$ cat config.mk
export PLATFORM = sky130hd
export DESIGN_NAME = core_instruction_semantics
export DESIGN_NICKNAME = d
export VERILOG_FILES = /design/src/core_pkg.sv /design/src/file_ram.sv /design/src/watchdog.sv /design/src/core_instruction_semantics.sv
export SDC_FILE = /design/constraint.sdc
export NUM_CORES = 1
export LEC_CHECK = 0
export BUFFER_PORTS_ARGS = -buffer_cell sky130_fd_sc_hd__buf_2
export CAP_MARGIN = 5
export CORE_MARGIN = 3
export CORE_UTILIZATION = 55
export DETAILED_ROUTE_END_ITERATION = 8
export PLACE_DENSITY = 0.73
export SLEW_MARGIN = 20
export SYNTH_ARGS = -nofsm -noshare
export SYNTH_HDL_FRONTEND = slang
export SYNTH_SLANG_ARGS = --single-unit
export TNS_END_PERCENT = 30
$ cat constraint.sdc
create_clock -name clk_i -period 6.55 [get_ports clk_i]
set_clock_uncertainty 0.05 [all_clocks]
set_input_delay 0.655 -clock clk_i [delete_from_list [all_inputs] [get_ports clk_i]]
set_output_delay 0.655 -clock clk_i [all_outputs]
set_load 0.01 [all_outputs]
$ cat src/core_pkg.sv
// Shared constants, encodings and carrier types for the instruction core.
package core_pkg;

  // Widths of the data path, file address, program counter and instruction word.
  localparam int DATA_W  = 8;
  localparam int FILE_AW = 5;
  localparam int PC_W    = 11;
  localparam int INSTR_W = 12;

  // The flag byte is seen by file instructions at this location.
  localparam logic [4:0] STATUS_ADDR = 5'h03;

  // Flag byte layout.
  localparam int C_BIT       = 0;
  localparam int DC_BIT      = 1;
  localparam int Z_BIT       = 2;
  localparam int PD_BIT      = 3;
  localparam int TO_BIT      = 4;
  localparam int PAGE_LO_BIT = 5;
  localparam int PAGE_HI_BIT = 6;

  // Reset values of core state.
  localparam logic [7:0]  STATUS_RST = 8'h18;
  localparam logic [7:0]  ACCUM_RST  = 8'h00;
  localparam logic [10:0] PC_RST     = 11'h000;
  localparam logic [1:0]  CTRL_RST   = 2'h0;

  // Instruction word fields.
  localparam int DEST_BIT = 5;
  localparam int SKIP_BIT = 6;

  // Opcode nibble in bits 11:8; the jump uses prefix bits 11:9.
  localparam logic [2:0] JUMP_PREFIX = 3'h7;
  localparam logic [3:0] OPC_MISC    = 4'h0;
  localparam logic [3:0] OPC_ADD     = 4'h1;
  localparam logic [3:0] OPC_AND     = 4'h2;
  localparam logic [3:0] OPC_COM     = 4'h3;
  localparam logic [3:0] OPC_DEC     = 4'h4;
  localparam logic [3:0] OPC_INC     = 4'h5;
  localparam logic [3:0] OPC_ANDL    = 4'h6;
  localparam logic [3:0] OPC_ORL     = 4'h7;
  localparam logic [3:0] OPC_CALL    = 4'h8;
  localparam logic [3:0] OPC_BCLR    = 4'h9;
  localparam logic [3:0] OPC_BSET    = 4'ha;
  localparam logic [3:0] OPC_TSTL    = 4'hb;
  localparam logic [3:0] OPC_TSTH    = 4'hc;

  // Sub codes of the miscellaneous group.
  localparam logic [2:0] MISC_ZACC  = 3'h2;
  localparam logic [2:0] MISC_ZFILE = 3'h3;
  localparam logic [7:0] KICK_CODE  = 8'h04;

  // Wishbone register byte offsets and control bits.
  localparam logic [7:0] REG_CTRL   = 8'h00;
  localparam logic [7:0] REG_FLAGS  = 8'h04;
  localparam logic [7:0] REG_ACCUM  = 8'h08;
  localparam logic [7:0] REG_PC     = 8'h0c;
  localparam logic [7:0] REG_WDOG   = 8'h10;
  localparam logic [7:0] REG_TOS    = 8'h14;
  localparam int         CTRL_RUN_BIT = 0;
  localparam int         CTRL_PSA_BIT = 1;

  // Watchdog counter and prescaler widths.
  localparam int WDOG_W  = 8;
  localparam int PRESC_W = 8;

  typedef enum logic [4:0] {
    nop_op, add_accum_to_file, and_accum_with_file, invert_file_op,
    minus_one_op, minus_one_skip_nil_op, plus_one_op,
    plus_one_skip_nil_op, and_literal_into_accum, or_literal_into_accum,
    call_op, bit_clear_op, bit_set_op, test_skip_if_low,
    test_skip_if_high, zero_accum_op, zero_file_op, watchdog_kick_op,
    jump_op
  } op_type;

  typedef enum logic [1:0] {
    st_fetch, st_exec, st_nop_fetch, st_nop_exec
  } core_state_type;

  typedef struct packed {
    op_type     op;
    logic       dest_file;
    logic [4:0] faddr;
    logic [2:0] bsel;
    logic [8:0] lit;
  } decoded_type;

  typedef struct packed {
    logic       en;
    logic [4:0] addr;
    logic [7:0] data;
  } file_wr_type;

endpackage

$ cat src/file_ram.sv
// General purpose file register memory with a registered read port.
`timescale 1ns/1ps
module file_ram
  import core_pkg::*;
#(
  parameter int DEPTH = 32
)
(
  input  wire logic                clk_i,
  input  wire logic                rst_i,
  input  wire core_pkg::file_wr_type wr_i,
  input  wire logic [4:0]          raddr_i,
  output logic      [7:0]          rdata_o
);

  logic [7:0] mem [DEPTH];

  // Writes land at the edge; a read of the same address sees old data.
  always_ff @(posedge clk_i)
  begin
    if (wr_i.en)
    begin
      mem[wr_i.addr] <= wr_i.data;
    end
  end

  // Read data comes from a register, so callers see it one edge later.
  always_ff @(posedge clk_i)
  begin
    if (rst_i)
    begin
      rdata_o <= 8'h00;
    end
    else
    begin
      rdata_o <= mem[raddr_i];
    end
  end

endmodule // file_ram

$ cat src/watchdog.sv
// Watchdog counter with a shared prescaler that software may assign.
`timescale 1ns/1ps
module watchdog
  import core_pkg::*;
#(
  parameter int CNT_W = WDOG_W,
  parameter int PRE_W = PRESC_W
)
(
  input  wire logic             clk_i,
  input  wire logic             rst_i,
  input  wire logic             kick_i,
  input  wire logic             psa_i,
  output logic      [CNT_W-1:0] count_o,
  output logic                  expire_o
);

  logic [PRE_W-1:0] presc;
  logic             tick;

  // With the prescaler on the watchdog it divides; else every clock ticks.
  assign tick = psa_i ? (presc == '1) : 1'b1;

  // The prescaler is only cleared by a kick while it belongs to us.
  always_ff @(posedge clk_i)
  begin
    if (rst_i || (kick_i && psa_i))
    begin
      presc <= '0;
    end
    else
    begin
      presc <= presc + 1'b1;
    end
  end

  // Counter and its overflow pulse; a kick beats a pending overflow.
  always_ff @(posedge clk_i)
  begin
    if (rst_i || kick_i)
    begin
      count_o  <= '0;
      expire_o <= 1'b0;
    end
    else
    begin
      expire_o <= tick && (count_o == '1);
      if (tick)
      begin
        count_o <= count_o + 1'b1;
      end
    end
  end

endmodule // watchdog

$ cat src/core_instruction_semantics.sv
// Instruction execution core with a Wishbone control and status slave.
//
// The address map and register access over Wishbone were left to the implementer.
`timescale 1ns/1ps
module core_instruction_semantics #(
  parameter int STACK_DEPTH = 2
)
(
  input  wire logic        clk_i,
  input  wire logic        rst_i,
  input  wire logic [7:0]  adr_i,
  input  wire logic [31:0] dat_i,
  output logic      [31:0] dat_o,
  input  wire logic        we_i,
  input  wire logic [3:0]  sel_i,
  input  wire logic        cyc_i,
  input  wire logic        stb_i,
  output logic             ack_o,
  output logic      [10:0] pc_o,
  input  wire logic [11:0] instr_i,
  output logic             wdog_expire_o
);
  import core_pkg::*;

  core_state_type   state;
  logic [11:0]      ir;
  decoded_type      ir_d;
  decoded_type      fetch_d;
  logic [7:0]       accum;
  logic [7:0]       status;
  logic [1:0]       ctrl;
  logic [10:0]      stack [STACK_DEPTH];
  logic [7:0]       ram_rdata;
  logic [7:0]       fval;
  logic [4:0]       raddr;
  file_wr_type      ram_wr;
  logic [7:0]       wdog_count;
  logic             wdog_expire;
  logic             exec;
  logic [8:0]       sum9;
  logic [4:0]       sum5;
  logic [7:0]       result;
  logic [7:0]       next_accum;
  logic [7:0]       next_status;
  logic [10:0]      next_pc;
  logic [10:0]      pc_q;
  logic             wr_file;
  logic             upd_z;
  logic             upd_c;
  logic             skip;
  logic             branch;
  logic             push;
  logic             kick;
  logic             wb_req;

  // Splits a word into operation and operand fields; bad codes become nops.
  function automatic decoded_type decode(input logic [11:0] ins);
    decoded_type d;
    d.op        = nop_op;
    d.dest_file = ins[DEST_BIT];
    d.faddr     = ins[4:0];
    d.bsel      = ins[7:5];
    d.lit       = ins[8:0];
    if (ins[11:9] == JUMP_PREFIX)
    begin
      d.op = jump_op;
    end
    else
    begin
      case (ins[11:8])
        OPC_MISC:
        begin
          if (ins[7:5] == MISC_ZACC)
          begin
            d.op = zero_accum_op;
          end
          else if (ins[7:5] == MISC_ZFILE)
          begin
            d.op = zero_file_op;
          end
          else if (ins[7:0] == KICK_CODE)
          begin
            d.op = watchdog_kick_op;
          end
        end
        OPC_ADD:  d.op = add_accum_to_file;
        OPC_AND:  d.op = and_accum_with_file;
        OPC_COM:  d.op = invert_file_op;
        OPC_DEC:  d.op = ins[SKIP_BIT] ? minus_one_skip_nil_op : minus_one_op;
        OPC_INC:  d.op = ins[SKIP_BIT] ? plus_one_skip_nil_op : plus_one_op;
        OPC_ANDL: d.op = and_literal_into_accum;
        OPC_ORL:  d.op = or_literal_into_accum;
        OPC_CALL: d.op = call_op;
        OPC_BCLR: d.op = bit_clear_op;
        OPC_BSET: d.op = bit_set_op;
        OPC_TSTL: d.op = test_skip_if_low;
        OPC_TSTH: d.op = test_skip_if_high;
        default:  d.op = nop_op;
      endcase
    end
    return d;
  endfunction

  // The same decoder serves the fetch address and the execute stage.
  assign fetch_d = decode(instr_i);
  assign ir_d    = decode(ir);
  assign exec    = (state == st_exec);
  assign pc_o    = pc_q;

  // The file operand is read during fetch so it is ready in execute.
  assign raddr = (state == st_fetch) ? fetch_d.faddr : ir_d.faddr;
  assign fval  = (ir_d.faddr == STATUS_ADDR) ? status : ram_rdata;

  file_ram #(
    .DEPTH   (32)
  ) u_file_ram (
    .clk_i   (clk_i),
    .rst_i   (rst_i),
    .wr_i    (ram_wr),
    .raddr_i (raddr),
    .rdata_o (ram_rdata)
  );

  watchdog u_watchdog (
    .clk_i    (clk_i),
    .rst_i    (rst_i),
    .kick_i   (exec && kick),
    .psa_i    (ctrl[CTRL_PSA_BIT]),
    .count_o  (wdog_count),
    .expire_o (wdog_expire)
  );

  // Carry out of bit 7 and of bit 3 come from these widened sums.
  assign sum9 = {1'b0, accum} + {1'b0, fval};
  assign sum5 = {1'b0, accum[3:0]} + {1'b0, fval[3:0]};

  // Execute stage: result, destination, flags and program flow.
  always_comb
  begin
    result     = fval;
    next_accum = accum;
    wr_file    = 1'b0;
    upd_z      = 1'b0;
    upd_c      = 1'b0;
    skip       = 1'b0;
    branch     = 1'b0;
    push       = 1'b0;
    kick       = 1'b0;
    next_pc    = pc_q + 11'h001;
    case (ir_d.op)
      add_accum_to_file:
      begin
        result = sum9[7:0];
        upd_z  = 1'b1;
        upd_c  = 1'b1;
      end
      and_accum_with_file:
      begin
        result = accum & fval;
        upd_z  = 1'b1;
      end
      invert_file_op:
      begin
        result = ~fval;
        upd_z  = 1'b1;
      end
      minus_one_op:
      begin
        result = fval - 8'h01;
        upd_z  = 1'b1;
      end
      minus_one_skip_nil_op:
      begin
        result = fval - 8'h01;
        skip   = (result == 8'h00);
      end
      plus_one_op:
      begin
        result = fval + 8'h01;
        upd_z  = 1'b1;
      end
      plus_one_skip_nil_op:
      begin
        result = fval + 8'h01;
        skip   = (result == 8'h00);
      end
      and_literal_into_accum:
      begin
        result = accum & ir_d.lit[7:0];
        upd_z  = 1'b1;
      end
      or_literal_into_accum:
      begin
        result = accum | ir_d.lit[7:0];
        upd_z  = 1'b1;
      end
      zero_accum_op:
      begin
        result = 8'h00;
        upd_z  = 1'b1;
      end
      zero_file_op:
      begin
        result = 8'h00;
        upd_z  = 1'b1;
      end
      bit_clear_op:
      begin
        result = fval & ~(8'h01 << ir_d.bsel);
      end
      bit_set_op:
      begin
        result = fval | (8'h01 << ir_d.bsel);
      end
      test_skip_if_low:
      begin
        skip = ~fval[ir_d.bsel];
      end
      test_skip_if_high:
      begin
        skip = fval[ir_d.bsel];
      end
      call_op:
      begin
        branch  = 1'b1;
        push    = 1'b1;
        next_pc = {status[PAGE_HI_BIT:PAGE_LO_BIT], 1'b0,
                   ir_d.lit[7:0]};
      end
      jump_op:
      begin
        branch  = 1'b1;
        next_pc = {status[PAGE_HI_BIT:PAGE_LO_BIT], ir_d.lit};
      end
      watchdog_kick_op:
      begin
        kick = 1'b1;
      end
      default:
      begin
        result = fval;
      end
    endcase
    // Routing of the result: by the destination bit for the file ops, fixed for the others.
    case (ir_d.op)
      add_accum_to_file, and_accum_with_file, invert_file_op,
      minus_one_op, minus_one_skip_nil_op, plus_one_op,
      plus_one_skip_nil_op:
      begin
        if (ir_d.dest_file)
        begin
          wr_file = 1'b1;
        end
        else
        begin
          next_accum = result;
        end
      end
      and_literal_into_accum, or_literal_into_accum, zero_accum_op:
      begin
        next_accum = result;
      end
      zero_file_op, bit_clear_op, bit_set_op:
      begin
        wr_file = 1'b1;
      end
      default:
      begin
        wr_file = 1'b0;
      end
    endcase
  end

  // Flags are applied after a direct write to the flag byte, so they win.
  always_comb
  begin
    next_status = status;
    if (wr_file && (ir_d.faddr == STATUS_ADDR))
    begin
      next_status = result;
    end
    if (upd_z)
    begin
      next_status[Z_BIT] = (result == 8'h00);
    end
    if (upd_c)
    begin
      next_status[C_BIT]  = sum9[8];
      next_status[DC_BIT] = sum5[4];
    end
    if (wdog_expire)
    begin
      next_status[TO_BIT] = 1'b0;
    end
    if (kick)
    begin
      next_status[TO_BIT] = 1'b1;
      next_status[PD_BIT] = 1'b1;
    end
  end

  // The flag byte itself is not in the memory, so its writes skip it.
  assign ram_wr = {exec && wr_file && (ir_d.faddr != STATUS_ADDR),
                   ir_d.faddr, result};

  // Sequencer: a taken skip or branch spends one nop instruction cycle.
  always_ff @(posedge clk_i)
  begin
    if (rst_i)
    begin
      state <= st_fetch;
      ir    <= 12'h000;
    end
    else
    begin
      case (state)
        st_fetch:
        begin
          if (ctrl[CTRL_RUN_BIT])
          begin
            ir    <= instr_i;
            state <= st_exec;
          end
        end
        st_exec:      state <= (skip || branch) ? st_nop_fetch : st_fetch;
        st_nop_fetch: state <= st_nop_exec;
        st_nop_exec:  state <= st_fetch;
        default:      state <= st_fetch;
      endcase
    end
  end

  // Program counter; a skip steps over the discarded word.
  always_ff @(posedge clk_i)
  begin
    if (rst_i)
    begin
      pc_q <= PC_RST;
    end
    else if (exec)
    begin
      pc_q <= skip ? (pc_q + 11'h002) : next_pc;
    end
  end

  // Return stack; the oldest entry falls off when it overflows.
  always_ff @(posedge clk_i)
  begin
    if (rst_i)
    begin
      for (int i = 0; i < STACK_DEPTH; i++)
      begin
        stack[i] <= PC_RST;
      end
    end
    else if (exec && push)
    begin
      stack[0] <= pc_q + 11'h001;
      for (int i = 1; i < STACK_DEPTH; i++)
      begin
        stack[i] <= stack[i-1];
      end
    end
  end

  // Accumulator and flag byte.
  always_ff @(posedge clk_i)
  begin
    if (rst_i)
    begin
      accum  <= ACCUM_RST;
      status <= STATUS_RST;
    end
    else if (exec)
    begin
      accum  <= next_accum;
      status <= next_status;
    end
    else if (wdog_expire)
    begin
      status[TO_BIT] <= 1'b0;
    end
  end

  assign wdog_expire_o = wdog_expire;

  // Wishbone slave: one wait state, ack drops the cycle after it rose.
  assign wb_req = cyc_i && stb_i && !ack_o;

  always_ff @(posedge clk_i)
  begin
    if (rst_i)
    begin
      ack_o <= 1'b0;
      dat_o <= 32'h0000_0000;
      ctrl  <= CTRL_RST;
    end
    else
    begin
      ack_o <= wb_req;
      if (wb_req && we_i && sel_i[0] && (adr_i == REG_CTRL))
      begin
        ctrl <= dat_i[1:0];
      end
      if (wb_req && !we_i)
      begin
        case (adr_i)
          REG_CTRL:  dat_o <= {30'h0000_0000, ctrl};
          REG_FLAGS: dat_o <= {24'h00_0000, status};
          REG_ACCUM: dat_o <= {24'h00_0000, accum};
          REG_PC:    dat_o <= {21'h00_0000, pc_q};
          REG_WDOG:  dat_o <= {24'h00_0000, wdog_count};
          REG_TOS:   dat_o <= {21'h00_0000, stack[0]};
          default:   dat_o <= 32'h0000_0000;
        endcase
      end
    end
  end

  property p_zero_accum;
    @(posedge clk_i) disable iff (rst_i)
    exec && (ir_d.op == zero_accum_op) |=> (accum == 8'h00) && status[Z_BIT];
  endproperty
  a_zero_accum: assert property (p_zero_accum)
    else $error("zero accum did not clear or set nil flag");

  property p_add;
    @(posedge clk_i) disable iff (rst_i)
    exec && (ir_d.op == add_accum_to_file) && !ir_d.dest_file
      |=> accum == ($past(accum) + $past(fval));
  endproperty
  a_add: assert property (p_add)
    else $error("add result wrong");

  property p_skip_cycles;
    @(posedge clk_i) disable iff (rst_i)
    exec && skip |=> (state == st_nop_fetch) ##1 (state == st_nop_exec)
      ##1 (state == st_fetch);
  endproperty
  a_skip_cycles: assert property (p_skip_cycles)
    else $error("skip did not insert one nop cycle");

  property p_bit_noflags;
    @(posedge clk_i) disable iff (rst_i)
    exec && ((ir_d.op == bit_set_op) || (ir_d.op == bit_clear_op))
      && (ir_d.faddr != STATUS_ADDR) && !wdog_expire
      |=> $stable(status);
  endproperty
  a_bit_noflags: assert property (p_bit_noflags)
    else $error("bit op changed flags");

  property p_call;
    @(posedge clk_i) disable iff (rst_i)
    exec && (ir_d.op == call_op) |=> (pc_q[8] == 1'b0)
      && (pc_q[7:0] == $past(ir[7:0]))
      && (stack[0] == $past(pc_q) + 11'h001);
  endproperty
  a_call: assert property (p_call)
    else $error("call target or return address wrong");

  property p_jump;
    @(posedge clk_i) disable iff (rst_i)
    exec && (ir_d.op == jump_op) |=> (pc_q[8:0] == $past(ir[8:0]))
      && (pc_q[10:9] == $past(status[PAGE_HI_BIT:PAGE_LO_BIT]));
  endproperty
  a_jump: assert property (p_jump)
    else $error("jump target wrong");

  property p_kick;
    @(posedge clk_i) disable iff (rst_i)
    exec && kick |=> status[TO_BIT] && status[PD_BIT]
      && (wdog_count == 8'h00);
  endproperty
  a_kick: assert property (p_kick)
    else $error("kick did not clear watchdog or set flags");

  property p_nil_flag;
    @(posedge clk_i) disable iff (rst_i)
    exec && upd_z |=> status[Z_BIT] == ($past(result) == 8'h00);
  endproperty
  a_nil_flag: assert property (p_nil_flag)
    else $error("nil flag does not match result");

  property p_or_literal;
    @(posedge clk_i) disable iff (rst_i)
    exec && (ir_d.op == or_literal_into_accum)
      |=> accum == ($past(accum) | $past(ir[7:0]));
  endproperty
  a_or_literal: assert property (p_or_literal)
    else $error("or literal result wrong");

endmodule // core_instruction_semantics

==> metrics.md, run 1 <==
| Metric | Value |
|---|---|
| Post-synthesis sequential area ratio | 0.567 |
| Antenna violations before repair | 2 |
| Final TNS setup | 0 ns |
| Crit. End Element | flip-flop |
| Cts hold-fix bufs | 0 |
| Synth Area per Inst | 12.2 µm² |
| ANT cells | 0 |
| Reg2Reg Setup Slack | 1.06 ns |
| Min-Delay Path Depth | 3 |
| Clk slew on worst S/H paths | 0.07 ns |
| DR DRC count | 0 |
| Die Y | 182 µm |
| Routed WL | 45.0 mm |
| Largest net degree at the start of global routing | 54 |
| Core Util, Final | 0.623 |
| Worst path buffer plus inverter count | 2 |
| Via count | 11,900 |
| Slew Limit Fails | 0 |
| Hold Vio Cnt, Final | 0 |
| # Max-Cap Violations | 0 |
| TritonCTS buffer count | 37 |
| Vias per cell | 6.45 |
| First-pass GRT wire length | 68.7 mm |
| Clock Sink Count | 347 |
| Final Setup Violations | 0 |
| Main synth FF type | edfxtp_1 |
| Leakage power | 6.57 nW |
| CTS H-tree lvls | 2 |
| Tot Pwr | 4.71 mW |
| Min Tclk post-route | 5.49 ns |
| R2r startpoint | ir[0]$_SDFFE_PP0P_ |
| Ports | 106 |
| Crit share post-route | 0.838 |
| HP Class | in -> reg |
| Post-route cell area | 18,700 µm² |
| DP HPWL | 29.8 mm |
| Placed Instance Area | 17,600 µm² |
| Die area | 33,000 µm² |
| Critical Path Fanout Max | 21 |
| Cell area after synthesis | 17,000 µm² |
| GRT Overall Usage | 0.269 |
| GRT overflow | 0 |
| Critical path startpoint category | flip-flop |
| CTS tree | built |
| Result of the run | finished, final reports clean |
| Root buffer cell | clkbuf_16 |
| Post-Syn Instances | 1,397 |
| Cts repair resizes | 0 |
| Worst-Skew Late Latency | 0.54 ns |
| Clk buf depth | 3 |
| Rows | 63 |
| Delay-heaviest family, CP | simple AND/OR/NAND/NOR gates |
| Core area | 30,000 µm² |
| WP data arrival | 5.92 ns |
| Synth cell types | 88 |
| RePlAce Congestion | 0.957 |
| FMAX | 182 MHz |
| Synthesis Warnings | 0 |
| Worst Hold End | ir[7]$_SDFFE_PP0P_ |
| ANT nets after route | 0 |
| Starting DRT DRC Count | 1,415 |
| EDFF count, synth | 267 |
| Worst EP required | 6.98 ns |
| Layout cell share with drive strength beyond 1 | 0.171 |
| Initial DRT Pass Iterations | 6 |
| Cells along the critical path | and2_1 -> nand2_2 -> mux2i_1 -> inv_1 -> ha_1 -> fa_1 -> a21o_1 -> a21oi_1 -> nor2b_1 -> nor2_1 -> nor4b_1 -> nor3_1 -> o2111ai_2 -> buf_4 -> nor4_2 -> a22o_1 |
| Post-synth ARST share | 0 |
| Peak supply drop | 0.276 mV |
| Least-Margin Pin Slew | 1.21 ns |
| Post-CTS Setup Inserts | 0 |
| Commonest non-fill, non-tap cells in the layout | edfxtp_1 (267), nand2_1 (156), nor2_1 (148), dfxtp_1 (80), mux4_2 (65) |
| PwrDens | 252 nW/µm² |
| Rel. slew slack | 0.183 |
| Commonest non-fill, non-tap cell in the layout | edfxtp_1 |
| Layout area overhead | 10.3% |
| CP peak stage delay | 0.67 ns |
| Critical-path top delay cell | dfxtp_1 |
| Worst Reg2Reg Path Length in Cells | 16 |
| Drt wl/cell | 24.4 µm |
| Worst Hold Launch | instr_i[7] |
| Worst Setup Path Type | reg -> reg |
| Synth Register Bits | 347 |
| Starting Density | 0.565 |
| RSZ-0062 raised after global routing | false |
| Vias in the first global route | 11,500 |
| Fin nets | 1,508 |
| Crit Reg-Reg Endpoint | status[2]$_SDFFE_PP0P_ |
| Port bufs | 51 |
| Die W | 182 µm |
flip-flops by register name (all words and copies together) (netlist names), named ones only:
signal and flops:
pc_o 11, ack_o 1, ir 12, u_file_ram.rdata_o 8, u_watchdog.presc 8, accum 8
stack 11, state 1, status 8, ctrl 2, u_watchdog.count_o 8, dat_o 11
u_watchdog.expire_o 1, u_file_ram.mem 256
worst max path at each step:
stage | from | end | cells past startpoint
3_3_place_gp | ir[0]$_SDFFE_PP0P_ | status[2]$_SDFFE_PP0P_ | 16
6_report | ir[0]$_SDFFE_PP0P_ | status[2]$_SDFFE_PP0P_ | 16
3_5_place_dp | ir[0]$_SDFFE_PP0P_ | status[2]$_SDFFE_PP0P_ | 16
2_1_floorplan | ir[4]$_SDFFE_PP0P_ | status[2]$_SDFFE_PP0P_ | 16
5_1_grt | ir[0]$_SDFFE_PP0P_ | status[2]$_SDFFE_PP0P_ | 16
4_1_cts | ir[0]$_SDFFE_PP0P_ | status[2]$_SDFFE_PP0P_ | 16
per-stage QoR:
step	hold slack, ns	cells	worst slack [ns]
floorplan	0.376	1425	2.28
global placement	0.390	1781	1.37
detailed placement	0.406	1781	1.28
CTS	0.286	1848	1.25
global route	0.300	1848	0.744
finish	0.304	1848	1.06
power breakdown:
group	total (mW)	internal, mW	switching [mW]
clock network	2.01	1.14	0.871
registers	2.41	2.39	0.0168
logic	0.291	0.105	0.185
total	4.71	3.64	1.07
routing by layer:
metal	GRT usage	vias up	routed length, µm
li1	-	5312	-
met1	0.409	5910	19400
met2	0.401	606	20200
met3	0.0483	95	4260
met4	0.0777	0	1180
met5	0	-	0
synthesized netlist by cell type, drive strengths merged, types with 15 or more instances:
library cell / n / share of area
and3: 16 / 0.0059
a31oi: 15 / 0.0055
a21oi: 55 / 0.016
nand3: 43 / 0.013
o21ai: 40 / 0.012
clkbuf: 64 / 0.014
edfxtp: 267 / 0.47
xor2: 20 / 0.010
nand2b: 16 / 0.0059
dfxtp: 80 / 0.094
mux4: 66 / 0.088
ha: 16 / 0.012
nor2: 150 / 0.034
mux2i: 42 / 0.026
xnor2: 18 / 0.0093
nand2: 157 / 0.035
a211oi: 17 / 0.0078
nor3: 28 / 0.0099
inv: 17 / 0.0038
a22oi: 25 / 0.011
buf: 48 / 0.018
kinds of logic after synthesis:
kind of cell               after synthesis  synth area share
DFF                                    347             0.567
xor gates and xnor gates                38            0.0196
AOI/OAI and AO/OA                      248             0.101
buffers and inverters                  129            0.0364
other                                    1          0.000221
adders and majority gates               19            0.0141
muxes                                  116             0.119
and+or+nand+nor                        499             0.143
cell type report:
class | count | area, µm²
Clock buffer | 48 | 967
Clock inverter | 19 | 203
Fill cell | 2312 | 11300
Inverter | 17 | 63.8
Multi-Input combinational cell | 949 | 6910
Sequential cell | 347 | 9620
Tap cell | 390 | 488
Timing Repair Buffer | 78 | 470
worst register-to-register path, stage by stage (launching register included):
cell	delay, ns
dfxtp_1	0.67
and2_1	0.47
nand2_2	0.35
mux2i_1	0.42
inv_1	0.21
ha_1	0.26
fa_1	0.42
a21o_1	0.18
a21oi_1	0.29
nor2b_1	0.09
nor2_1	0.17
nor4b_1	0.08
nor3_1	0.43
o2111ai_2	0.51
buf_4	0.40
nor4_2	0.30
a22o_1	0.15
Note: power is estimated with default switching activity, not from simulation.
==> run 2, diff against run 1 <==
--- a/config.mk
+++ b/config.mk
@@ -5,12 +5,13 @@
 export SDC_FILE = /design/constraint.sdc
 export NUM_CORES = 1
 export LEC_CHECK = 0
+export ABC_AREA = 1
 export BUFFER_PORTS_ARGS = -buffer_cell sky130_fd_sc_hd__buf_2
 export CAP_MARGIN = 5
 export CORE_MARGIN = 3
 export CORE_UTILIZATION = 55
 export DETAILED_ROUTE_END_ITERATION = 8
-export PLACE_DENSITY = 0.73
+export PLACE_DENSITY = 0.76
 export SLEW_MARGIN = 20
 export SYNTH_ARGS = -nofsm -noshare
 export SYNTH_HDL_FRONTEND = slang
==> constraint.sdc (replaced) <==
create_clock -name clk_i -period 5.03 [get_ports clk_i]
set_clock_uncertainty 0.05 [all_clocks]
set_input_delay 0.503 -clock clk_i [delete_from_list [all_inputs] [get_ports clk_i]]
set_output_delay 0.503 -clock clk_i [all_outputs]
set_load 0.01 [all_outputs]
==> run 2 against run 1 <==
  * Critical path depth increased by 1
  * Design area decreased by 1.4%
  * Non-clock buffer count increased by 1
  * Sequential power increased by 30%
  * Register-to-register slack got worse by 0.11 ns
  * Combinational power increased by 51%
  * Cell count increased by 20%
  * Setup slack got worse by 0.11 ns
==> metrics.md, run 2 <==
| Metric | Value |
|---|---|
| Result of the run | finished, final reports clean |
| Rel. slew slack | 0.253 (+0.0698) |
| Ports | 106 (unchanged) |
| Crit share post-route | 0.811 (-0.0273) |
| Vias in the first global route | 12,900 (+12%) |
| Most frequent cell after synthesis | edfxtp_1 |
| Leakage power | 6.72 nW (+2.3%) |
| Synthesis Warnings | 0 (unchanged) |
| Largest net degree at the start of global routing | 129 (+140%) |
| TritonCTS buffer count | 37 (unchanged) |
| Root buffer cell | clkbuf_16 |
| RSZ-0062 raised after global routing | false |
| Post-CTS Setup Inserts | 0 (unchanged) |
| Cts hold-fix bufs | 0 (unchanged) |
| WHS | 0.212 ns (-0.0927 ns) |
| Critical Path Fanout Max | 19 (-9.5%) |
| DP HPWL | 30.0 mm (+0.70%) |
| ANT cells | 0 (unchanged) |
| Peak supply drop | 0.254 mV (-8.0%) |
| Rows | 63 (unchanged) |
| Routed WL | 46.3 mm (+3.0%) |
| Int Power | 4.74 mW (+30%) |
| Via count | 13,600 (+14%) |
| Clock share of power | 0.421 (-0.006) |
| # Max-Cap Violations | 0 (unchanged) |
| Synth Area per Inst | 9.49 µm² (-22%) |
| ANT nets after route | 0 (unchanged) |
| CTS tree | built |
| Least-Margin Pin Slew | 1.12 ns (-0.0947 ns) |
| Antenna violations before repair | 0 (-2) |
| Fin nets | 1,882 (+25%) |
| Starting Density | 0.561 (-0.00463) |
| Crit. End Element | flip-flop |
| Die area | 32,500 µm² (-1.5%) |
| Slew Limit Fails | 0 (unchanged) |
| HP Class | in -> reg |
| Most instantiated cells after synthesis | edfxtp_1 (267), nor2_1 (257), nand2_1 (243), o21ai_0 (242), inv_1 (119) |
| Area contributors post-synth | edfxtp_1 (48%), dfxtp_1 (9.6%), o21ai_0 (7.2%), nor2_1 (5.8%), nand2_1 (5.5%) |
| Layout area overhead | 10.5% |
| Clk slew on worst S/H paths | 0.06 ns (about the same) |
| Vias per cell | 6.12 (-5.1%) |
| Die W | 180 µm (-0.78%) |
| Power share of the combinational group | 0.071 (+0.009) |
| WP data arrival | 4.47 ns (-1.45 ns) |
| Port bufs | 51 (unchanged) |
| Post-synth top area cell | edfxtp_1 |
| Psw | 1.44 mW (+34%) |
| Max reg flops | 256 (unchanged) |
| Clock Sink Count | 347 (unchanged) |
| Post-place setup slack | 1.04 ns (-0.237 ns) |
| Cell area after synthesis | 16,700 µm² (-1.6%) |
| Synth cell types | 56 (-36%) |
| Worst EP required | 5.42 ns (-1.56 ns) |
| GRT Overall Usage | 0.278 (+0.00890) |
| Final Worst Setup Slack | 0.952 ns (-0.109 ns) |
| First-pass GRT wire length | 71.6 mm (+4.2%) |
| Commonest non-fill, non-tap cell in the layout | edfxtp_1 |
| Final TNS setup | 0 ns (unchanged) |
| Sw Ratio | 0.233 (+0.00502) |
| GRT overflow | 0 (unchanged) |
| Final Setup Violations | 0 (unchanged) |
| CTS H-tree lvls | 2 (unchanged) |
| Main synth FF type | edfxtp_1 |
| Die Y | 180 µm (-0.78%) |
| Synth Register Bits | 347 (unchanged) |
| Post-Syn Instances | 1,760 (+26%) |
| Core area | 29,800 µm² (-0.79%) |
| Min Tclk post-route | 4.08 ns (-1.41 ns) |
| Post-synth ARST share | 0 (unchanged) |
| PwrDens | 334 nW/µm² (+33%) |
| Critical path startpoint category | flip-flop |
| Starting DRT DRC Count | 1,754 (+24%) |
| Reg with most FFs | u_file_ram.mem |
| Core Util, Final | 0.620 (-0.00358) |
| Post-synthesis sequential area ratio | 0.576 (+0.00921) |
| Drt wl/cell | 20.9 µm (-14%) |
| Layout cell share with drive strength beyond 1 | 0.109 (-0.0616) |
| Worst-Skew Late Latency | 0.53 ns (about the same) |
| Commonest non-fill, non-tap cells in the layout | edfxtp_1 (267), nor2_1 (257), nand2_1 (243), o21ai_0 (240), inv_1 (117) |
| Initial DRT Pass Iterations | 6 (unchanged) |
| EDFF count, synth | 267 (unchanged) |
| Clk buf depth | 3 (unchanged) |
| DR DRC count | 0 (unchanged) |
| Area share of the largest cell type after synthesis | 0.480 (+0.00767) |
| RePlAce Congestion | 0.948 (-0.88%) |
| Hold Vio Cnt, Final | 0 (unchanged) |
| Regs by FF count | u_file_ram.mem x256, ir x12 |
| Flop pwr share | 0.508 (-0.003) |
| FMAX | 245 MHz (+35%) |
| Cts repair resizes | 0 (unchanged) |
| Worst Setup Path Type | reg -> reg |
[run 2: power by group through the flow]
| stage | clock network [mW] | registers [mW] | logic (mW) |
|---|---|---|---|
| finish | 2.60 | 3.14 | 0.438 |
| CTS | 2.61 | 3.14 | 0.428 |
| global placement | 0 | 3.20 | 0.412 |
| global route | 2.74 | 3.14 | 0.477 |
| floorplan | 0 | 3.20 | 0.285 |
| detailed placement | 0 | 3.20 | 0.424 |
[run 2: layout make-up]
class | count | area, µm²
fill | 2404 | 11300
timing repair buffer | 79 | 490
clock buffer | 54 | 1040
multi-input combinational | 1206 | 6200
tap | 390 | 488
inverter | 133 | 505
sequential | 347 | 9620
clock inverter | 13 | 123
[run 2: logic make-up (layout without fill, tap and decap cells)]
family | Yosys count | in the layout | share of synthesized area
compound gates | 438 | 438 | 0.151
xor+xnor | 20 | 20 | 0.0105
fa+ha+maj | 17 | 17 | 0.0132
buf+inv | 235 | 279 | 0.0613
flops | 347 | 347 | 0.576
other cells | 1 | 29 | 0.000224
simple gates | 702 | 702 | 0.188
[run 2: per-stage QoR]
| step | power, mW | area (µm²) | cells |
|---|---|---|---|
| 2_1_floorplan | 3.48 | 16800 | 1788 |
| 3_3_place_gp | 3.61 | 17300 | 2155 |
| 3_5_place_dp | 3.62 | 17300 | 2155 |
| 4_1_cts | 6.18 | 18500 | 2222 |
| 5_1_grt | 6.36 | 18500 | 2222 |
| 6_report | 6.18 | 18500 | 2222 |
[run 2: worst max-delay path, stage by stage (launching register included)]
cell	delay (ns)
dfxtp_1	0.53
nand2_4	0.22
clkinv_4	0.13
nand3_4	0.25
nand2_1	0.17
nand2_2	0.07
ha_1	0.25
fa_1	0.43
or2_2	0.31
nand3_1	0.09
nand4_1	0.11
nor3_2	0.22
nand2_1	0.51
nor3_2	0.32
nand3_1	0.10
nand2_1	0.07
nand2_1	0.06
a21oi_1	0.11
[run 2: final timing paths]
kind                                  start                             end  slack, ns  cells after the start
max                      ir[1]$_SDFFE_PP0P_          status[2]$_SDFFE_PP0P_       0.95                     17
min                                dat_i[1]            ctrl[1]$_SDFFE_PP0P_       0.21                      3
max reg2reg              ir[1]$_SDFFE_PP0P_          status[2]$_SDFFE_PP0P_       0.95                     17
min reg2reg  u_watchdog.presc[0]$_SDFF_PP0_  u_watchdog.presc[0]$_SDFF_PP0_       0.40                      1
[run 2: per-layer routing]
layer / wire length (µm) / global-route usage
met1: 19300 / 0.410
met2: 21100 / 0.431
met3: 4780 / 0.0470
met4: 1070 / 0.0722
met5: 0 / 0
